### config.mk
export PLATFORM = sky130hd
export DESIGN_NAME = conditional_skip_branch_unit
export DESIGN_NICKNAME = d
export VERILOG_FILES = /design/src/shared/skip_branch_pkg.sv /design/src/verilog/cond_eval.sv /design/src/verilog/conditional_skip_branch_unit.sv
export SDC_FILE = /design/constraint.sdc
export NUM_CORES = 1
export LEC_CHECK = 0
export BUFFER_PORTS_ARGS = -buffer_cell sky130_fd_sc_hd__buf_2
export CAP_MARGIN = 20
export CELL_PAD_IN_SITES_DETAIL_PLACEMENT = 1
export CELL_PAD_IN_SITES_GLOBAL_PLACEMENT = 2
export CORE_MARGIN = 4
export CORE_UTILIZATION = 29
export CTS_CLUSTER_SIZE = 8
export DETAILED_ROUTE_END_ITERATION = 8
export PLACE_DENSITY = 0.9
export SYNTH_ARGS = -nofsm -noshare
export SYNTH_HDL_FRONTEND = slang
export SYNTH_SLANG_ARGS = --single-unit
### constraint.sdc
create_clock -name clk_sys -period 5.9 [get_ports clk_sys]
set_input_delay 1.18 -clock clk_sys [delete_from_list [all_inputs] [get_ports clk_sys]]
set_output_delay 1.18 -clock clk_sys [all_outputs]
set_load 0.01 [all_outputs]
### src/shared/skip_branch_pkg.sv
// Purpose: Shared types and constants for the conditional skip/branch unit
// Assumes: 16-bit word program counter, 8-bit status flags word
// Notes: Opcode enumeration is local to this unit, not an instruction encoding
package skip_branch_pkg;

  localparam int PC_W = 16;
  localparam int OFFSET_W = 7;
  localparam logic [2:0] FLAG_C_POS = 3'h0;
  localparam logic [2:0] FLAG_Z_POS = 3'h1;
  localparam logic [PC_W-1:0] PC_RESET = 16'h0000;
  localparam logic [PC_W-1:0] ONE_WORD = 16'h0001;
  localparam logic [PC_W-1:0] TWO_WORDS = 16'h0002;
  localparam logic [PC_W-1:0] THREE_WORDS = 16'h0003;
  localparam logic [1:0] CYC_BRANCH_TAKEN = 2'h2;
  localparam logic [1:0] CYC_SKIP_ONE_WORD = 2'h2;
  localparam logic [1:0] CYC_SKIP_TWO_WORD = 2'h3;
  localparam logic [1:0] CYC_PLAIN = 2'h1;

  typedef enum logic [3:0] {
    OP_NONE = 4'h0,
    OP_SKIP_IF_REG_BIT_SET = 4'h1,
    OP_SKIP_IF_IO_BIT_CLEAR = 4'h2,
    OP_SKIP_IF_IO_BIT_SET = 4'h3,
    OP_BRANCH_IF_STATUS_BIT_SET = 4'h4,
    OP_BRANCH_IF_STATUS_BIT_CLEAR = 4'h5,
    OP_BRANCH_IF_EQUAL = 4'h6,
    OP_BRANCH_IF_NOT_EQUAL = 4'h7,
    OP_BRANCH_IF_CARRY_SET = 4'h8,
    OP_BRANCH_IF_CARRY_CLEAR = 4'h9,
    OP_BRANCH_IF_SAME_OR_HIGHER = 4'hA,
    OP_BRANCH_IF_LOWER = 4'hB
  } op_t;

  typedef struct packed {
    op_t op;
    logic [2:0] bit_sel;
    logic [7:0] operand;
    logic [OFFSET_W-1:0] offset;
    logic next_is_two_word;
  } instr_t;

  typedef struct packed {
    logic [PC_W-1:0] pc;
    logic [1:0] cycles;
    logic taken;
    logic [7:0] flags;
  } result_t;

endpackage

### src/verilog/cond_eval.sv
// Purpose: Pure condition evaluation for skip and branch operations
// Assumes: Operand is the general or I/O register value chosen by the decoder
// Notes: Combinational; flags are only read, never written
`timescale 1ns/1ps
`default_nettype none
module cond_eval (
  input wire skip_branch_pkg::op_t op,
  input wire logic [2:0] bit_sel,
  input wire logic [7:0] operand,
  input wire logic [7:0] status_flags_word,
  output logic hit,
  output logic is_skip
);

  // ==========================================
  // Bit and flag condition
  always_comb begin
    hit = 1'b0;
    is_skip = 1'b0;
    case (op)
      skip_branch_pkg::OP_SKIP_IF_REG_BIT_SET: begin
        is_skip = 1'b1;
        hit = operand[bit_sel]; // RULE1
      end
      skip_branch_pkg::OP_SKIP_IF_IO_BIT_CLEAR: begin
        is_skip = 1'b1;
        hit = ~operand[bit_sel]; // RULE2
      end
      skip_branch_pkg::OP_SKIP_IF_IO_BIT_SET: begin
        is_skip = 1'b1;
        hit = operand[bit_sel]; // RULE3
      end
      skip_branch_pkg::OP_BRANCH_IF_STATUS_BIT_SET: hit = status_flags_word[bit_sel]; // RULE4
      skip_branch_pkg::OP_BRANCH_IF_STATUS_BIT_CLEAR: hit = ~status_flags_word[bit_sel]; // RULE5
      skip_branch_pkg::OP_BRANCH_IF_EQUAL: begin
        hit = status_flags_word[skip_branch_pkg::FLAG_Z_POS]; // RULE6
      end
      skip_branch_pkg::OP_BRANCH_IF_NOT_EQUAL: begin
        hit = ~status_flags_word[skip_branch_pkg::FLAG_Z_POS]; // RULE7
      end
      skip_branch_pkg::OP_BRANCH_IF_CARRY_SET, skip_branch_pkg::OP_BRANCH_IF_LOWER: begin
        hit = status_flags_word[skip_branch_pkg::FLAG_C_POS]; // RULE8
      end
      skip_branch_pkg::OP_BRANCH_IF_CARRY_CLEAR: begin
        hit = ~status_flags_word[skip_branch_pkg::FLAG_C_POS]; // RULE9
      end
      skip_branch_pkg::OP_BRANCH_IF_SAME_OR_HIGHER: begin
        hit = ~status_flags_word[skip_branch_pkg::FLAG_C_POS]; // RULE10
      end
      default: begin
        hit = 1'b0;
        is_skip = 1'b0;
      end
    endcase
  end

endmodule
`default_nettype wire

### src/verilog/conditional_skip_branch_unit.sv
// Purpose: Program counter update for conditional skips and relative branches
// Assumes: One instruction presented per start pulse; decoder waits for done
// Notes: Cycle counts are modelled by a busy phase after the start cycle
//
// Behaviour
// (RULE1) Register bit set skips next instruction
// (RULE2) I/O bit clear skips next instruction
// (RULE3) I/O bit set skips next instruction
// (RULE4) Status bit set branches PC+k+1
// (RULE5) Status bit clear branches PC+k+1
// (RULE6) Zero flag set branches PC+k+1
// (RULE7) Zero flag clear branches PC+k+1
// (RULE8) Carry set or lower branches PC+k+1
// (RULE9) Carry clear branches PC+k+1
// (RULE10) Same or higher equals carry clear
// (RULE11) Cycles: branch 1/2, skip 1/2/3
`timescale 1ns/1ps
`default_nettype none
module conditional_skip_branch_unit #(
  parameter int PC_WIDTH = skip_branch_pkg::PC_W
) (
  input wire logic clk_sys,
  input wire logic reset,
  input wire logic start,
  input wire skip_branch_pkg::instr_t instr,
  input wire logic [PC_WIDTH-1:0] pc_in,
  input wire logic [7:0] status_flags_word,
  output logic busy,
  output logic done,
  output skip_branch_pkg::result_t result
);

  typedef enum logic [2:0] {
    ST_IDLE = 3'b001,
    ST_WAIT1 = 3'b010,
    ST_WAIT2 = 3'b100
  } state_t;

  state_t state_q;
  state_t state_d;
  logic hit;
  logic is_skip;
  logic [1:0] cycles;
  logic [PC_WIDTH-1:0] pc_next;
  wire logic [PC_WIDTH-1:0] offset_ext;
  logic [skip_branch_pkg::PC_W-1:0] pc_q;
  logic [1:0] cycles_q;
  logic taken_q;
  logic [7:0] flags_q;
  logic done_q;
  logic accept;

  // ==========================================
  // Decode helpers
  // Word distance of a skip, measured from the skip itself
  function automatic logic [PC_WIDTH-1:0] skip_distance(input logic two_word);
    logic [PC_WIDTH-1:0] words;
    words = PC_WIDTH'(skip_branch_pkg::TWO_WORDS);
    if (two_word) begin
      words = PC_WIDTH'(skip_branch_pkg::THREE_WORDS);
    end
    return words;
  endfunction

  function automatic logic [1:0] skip_cycles(input logic two_word);
    logic [1:0] count;
    count = skip_branch_pkg::CYC_SKIP_ONE_WORD;
    if (two_word) begin
      count = skip_branch_pkg::CYC_SKIP_TWO_WORD;
    end
    return count;
  endfunction

  // Targets wrap at the top of program memory; no overflow is reported
  function automatic logic [PC_WIDTH-1:0] add_words(
    input logic [PC_WIDTH-1:0] base,
    input logic [PC_WIDTH-1:0] delta
  );
    logic [PC_WIDTH-1:0] sum;
    sum = base + delta;
    return sum;
  endfunction

  // Wait state entered after the start cycle; single-cycle work stays idle
  function automatic state_t first_wait(input logic [1:0] count);
    state_t wait_st;
    case (count)
      skip_branch_pkg::CYC_SKIP_TWO_WORD: wait_st = ST_WAIT2;
      skip_branch_pkg::CYC_BRANCH_TAKEN: wait_st = ST_WAIT1;
      default: wait_st = ST_IDLE;
    endcase
    return wait_st;
  endfunction

  function automatic logic ends_at_start(input logic [1:0] count);
    logic single;
    single = count == skip_branch_pkg::CYC_PLAIN;
    return single;
  endfunction

  function automatic logic is_idle(input state_t st);
    logic idle;
    idle = st == ST_IDLE;
    return idle;
  endfunction

  // ==========================================
  // Condition
  cond_eval u_cond (
    .op(instr.op),
    .bit_sel(instr.bit_sel),
    .operand(instr.operand),
    .status_flags_word(status_flags_word),
    .hit(hit),
    .is_skip(is_skip)
  );

  // ==========================================
  // Next program counter and cycle count
  // Offset is signed words; sign extension lets branches go backward
  assign offset_ext[skip_branch_pkg::OFFSET_W-1:0] = instr.offset;
  // Upper bits copy the sign bit of the offset
  for (genvar i = skip_branch_pkg::OFFSET_W; i < PC_WIDTH; i++) begin : g_sign_ext
    assign offset_ext[i] = instr.offset[skip_branch_pkg::OFFSET_W-1];
  end

  always_comb begin
    pc_next = add_words(pc_in, PC_WIDTH'(skip_branch_pkg::ONE_WORD));
    cycles = skip_branch_pkg::CYC_PLAIN;
    if (hit && is_skip) begin
      // Two or three words, by the length of the skipped instruction
      pc_next = add_words(pc_in, skip_distance(instr.next_is_two_word)); // RULE1 RULE2 RULE3
      cycles = skip_cycles(instr.next_is_two_word); // RULE11
    end else if (hit) begin
      // Branch target shares one adder for every branch form
      pc_next = add_words(pc_in,
        offset_ext + PC_WIDTH'(skip_branch_pkg::ONE_WORD)); // RULE4 RULE5 RULE6
      cycles = skip_branch_pkg::CYC_BRANCH_TAKEN; // RULE11
    end
  end

  // ==========================================
  // Cycle sequencing
  // Start is honoured only from idle, so a start seen only while busy is dropped
  assign accept = start && is_idle(state_q);

  always_comb begin
    state_d = state_q;
    case (state_q)
      ST_IDLE: begin
        if (accept) begin
          state_d = first_wait(cycles); // RULE11
        end
      end
      ST_WAIT2: state_d = ST_WAIT1;
      ST_WAIT1: state_d = ST_IDLE;
      default: state_d = ST_IDLE;
    endcase
  end

  // ==========================================
  // State register
  always_ff @(posedge clk_sys) begin
    if (reset) begin
      state_q <= ST_IDLE;
    end else begin
      state_q <= state_d; // RULE11
    end
  end

  // ==========================================
  // Result, latched on the accepting edge and held until the next one
  always_ff @(posedge clk_sys) begin
    if (reset) begin
      pc_q <= skip_branch_pkg::PC_RESET;
    end else if (accept) begin
      pc_q <= skip_branch_pkg::PC_W'(pc_next); // RULE7 RULE8 RULE9 RULE10
    end
  end

  always_ff @(posedge clk_sys) begin
    if (reset) begin
      cycles_q <= 2'h0;
    end else if (accept) begin
      cycles_q <= cycles; // RULE11
    end
  end

  always_ff @(posedge clk_sys) begin
    if (reset) begin
      taken_q <= 1'b0;
    end else if (accept) begin
      taken_q <= hit;
    end
  end

  // Flags are only copied, never written, so no instruction here disturbs them
  always_ff @(posedge clk_sys) begin
    if (reset) begin
      flags_q <= 8'h00;
    end else if (accept) begin
      flags_q <= status_flags_word;
    end
  end

  // ==========================================
  // Done pulses in the last cycle of the instruction
  // The start cycle counts as the first, so plain work finishes at once
  always_ff @(posedge clk_sys) begin
    if (reset) begin
      done_q <= 1'b0;
    end else begin
      done_q <= (accept && ends_at_start(cycles)) || state_q == ST_WAIT1; // RULE11
    end
  end

  // ==========================================
  // Outputs
  assign busy = !is_idle(state_q);
  assign done = done_q;
  assign result = '{pc: pc_q, cycles: cycles_q, taken: taken_q, flags: flags_q};

endmodule
`default_nettype wire

==> impl_results.md <==
- Synth Area in Simple Gates: roughly a fifth
- CP max stage delay: 0.56 ns
- Power per cell area: about 230 nW/µm²
- Seq cells post-synth: 30
- Sw Pwr: 0.200 mW
- Area delta synth->final: 26.5%
- Syn Area/Cell: between 8 and 9 µm²
- CP Capture Type: register
- Clock Sinks: 30
- Fin Setup TNS: 0 ns
- Number of violations of the max-capacitance limit: 0
- Antenna cells: 0
- First-pass DRT Iterations: 4
- Pleak: ~1.3 nW
- Grt ovf: 0
- Post-synth ARST share: 0%
- Worst-path clk slew: 0.06 ns
- CTS tree: done
- Initial antenna violation count: 0
- GRT Util Overall: between 10% and 20%
- Max Clock Freq: ~220 MHz
- RSZ-0062 raised after global routing: false
- Synthesized-area fraction occupied by adder cells: between 10% and 20%
- Final setup vio count: 0
- Fin crit period: 4.55 ns
- Post-synth top area share: just under 30%
- Detail Route Antenna Nets: 0
- CP max-delay cell: mux4_1
- Io pins: 79
- FP Rows: 30
- CP startpoint kind: input port
- Area of the multi-input gates: approximately 1400 µm²
- Register share of total power: slightly below 40%
- Via count: 2086
- Top FF cell, synth: dfxtp_1
- DRC: 0
- Worst Path Required: between 6 and 7 ns
- Hold Path Depth: 2
- Die area: between 8000 and 9000 µm²
- DRT Wirelength: between 6000 and 7000 µm
- FF+latch area: around 600 µm²
- Slew @ Worst Pin: 1.01 ns
- Largest net degree at the start of global routing: 30
- Skew-Pair Late Insertion Delay: ~0.28 ns
- Post-synthesis compound-gate area fraction: around 23%
- WP buf/inv: 1
- Initial Util: between 30% and 40%
- Worst R2R Path Depth: 5
- CTS resizes: 0
- CTS Hold Bufs: 0
- Htree depth: 2
- Slew Limit Fails: 0
- First DRT Iteration DRCs: 60
- Via/cell ratio: about 4.9
- Die width: 92.8 µm
- Mapped Area: about 2100 µm²
- Number of global-route vias before repair: 2183
- Top post-synthesis cells by area: dfxtp_1 (29%), ha_1 (9.6%), nand2_1 (6.8%)
- WP data arrival: ~4.7 ns
- Num CTS Buffers: 5
- Worst path cell trace: buf_2 -> mux4_1 -> mux2i_1 -> mux2i_1 -> o21ai_0 -> and2_1 -> ha_1 -> fa_1 -> a21o_1 -> a21oi_1 -> o21a_1 -> nor2_1 -> o21a_1 -> o31a_1 -> a32o_1
- Final net count: 394
- PortBufs: 78
- Flop2flop setup slack: approximately 3.7 ns
- Fill count: 893
- EDFF count, synth: 0
- Gate power share: approximately 33%
- Critical path class: in2reg
- Switching Fraction: 33.1%
- Worst slew margin: 32.7%
- Multiplexer area fraction after synthesis: under 10%
- DIE HEIGHT: approximately 90 µm
- Clock tree buffer depth: 2
- Wire per inst: 14.7 µm
- Min-delay src: flags_q[6]
- Sequential area share after synthesis: between 20 and 30%
- Layout cells sized above 1: a little over a quarter
- Crit share post-route: slightly below 80%
- Clk pwr share: between 20% and 30%
- CP delay by family, top: compound AO/OA/AOI/OAI gates
- Largest family of logic cells by synthesized area: compound AO/OA/AOI/OAI gates
- Postcts setup bufs: 0
- Synth area leader: dfxtp_1
- Core area: around 6900 µm²
- Clock Skews: 0.00725 ns
- Total power: about 0.60 mW
- RR Endpoint: pc_q[10]
- Max VDD drop: roughly 0.000081 V
- Distinct cells, synth: between 40 and 50
- Xor and xnor area share after synthesis: between 7 and 8%
- Gpl congestion: ~0.82
- Synth Warn #: 0
- Post-DP HPWL: around 5000 µm
- Hold Path Sink: flags_q[6]
- Post-Syn Instances: around 250
- Pint: a little over 0.4 mW
- Reg2reg start: state_q[0]
- Hold Vio Cnt, Final: 0
- Core Util, Final: a little under two fifths
- Hold_ws: around 0.45 ns
- Clock tree root buffer cell: clkbuf_8
- Crit path max fanout: 4
- Syn_nets: between 300 and 400
- Status: finished, final reports clean
- HP Class: reg2reg
- Global-route wire length before repair: ~10000 µm
## layout by cell type, fill, tap and decap left out, types with 2 or more instances in the layout
master,n
a211oi_1,5
a21o_1,9
a21oi_1,26
a221o_1,2
a31oi_1,2
a32o_1,2
and2_1,2
and3_1,5
buf_2,78
clkbuf_8,6
dfxtp_1,30
ha_1,16
inv_1,6
mux2i_1,4
mux4_1,4
nand2_1,38
nand2b_1,2
nand3_1,6
nor2_1,21
nor2b_1,4
nor3_1,4
nor3b_1,2
o21a_1,3
o21ai_0,14
o21bai_1,3
xnor2_1,14
xor2_1,5
## state kept, by name (all words and copies together), names as in the netlist
signal	flops
pc_q	16
flags_q	8
state_q	3
cycles_q	2
done	1
## per-stage QoR
step                      std cells  setup slack (ns)  cell area, µm²
after floorplan                 253              1.53            2080
after global placement          416              1.12            2550
after detailed placement        416              1.03            2550
after CTS                       424              1.31            2640
after global routing            424             0.970            2640
final                           424              1.35            2640
## synth_stat cells, drive strengths merged, types with 5 or more instances
cell    number
nand2       38
dfxtp       30
a21oi       26
nor2        21
ha          16
o21ai       14
xnor2       14
a21o         9
clkbuf       8
a211oi       6
inv          6
nand3        6
and3         5
nor3         5
xor2         5
## worst register-to-register path, delay by kind of cell, from the launching register on
family,cells,cell delay (ns)
and+or+nand+nor,3,1.44
AOI/OAI and AO/OA,2,0.32
DFF,1,0.36
## cells by family (layout without fill, tap and decap cells)
logic type	Yosys count	after routing
AOI/OAI and AO/OA	73	73
xor gates and xnor gates	19	19
adders and majority gates	17	17
buffers and inverters	17	92
DFF	30	30
muxes	8	8
and+or+nand+nor	89	89
## per-layer routing
metal	GRT usage, %	wire length, µm	vias up
met2	24.9	2940	57
met3	3.66	347	7
met4	3.54	86	0
met5	0	0	-
met1	18.3	2850	964
li1	-	-	1058
## worst max-delay path by stage
stage	start	endpoint	slack (ns)	cells after the start
2_1_floorplan	instr[17]	pc_q[10]	1.53	14
3_3_place_gp	instr[17]	pc_q[10]	1.12	15
4_1_cts	instr[17]	pc_q[14]	1.31	15
5_1_grt	instr[17]	pc_q[14]	0.97	15
3_5_place_dp	instr[17]	pc_q[14]	1.03	15
6_report	instr[17]	pc_q[10]	1.35	15
## area by class of cell
class	count	area share (%)
Clock inverter	1	0.190
Sequential cell	30	22.8
Inverter	6	0.854
Timing Repair Buffer	78	14.8
Tap cell	96	4.55
Multi-Input combinational cell	206	53.6
Clock buffer	7	3.27
## power groups by stage
stage	logic [mW]	clock network (mW)	registers, mW
6_report	0.199	0.172	0.232
5_1_grt	0.224	0.187	0.234
4_1_cts	0.202	0.174	0.233
3_5_place_dp	0.200	0	0.237
3_3_place_gp	0.197	0	0.236
2_1_floorplan	0.123	0	0.244
Note: power is estimated with default switching activity, not from simulation.
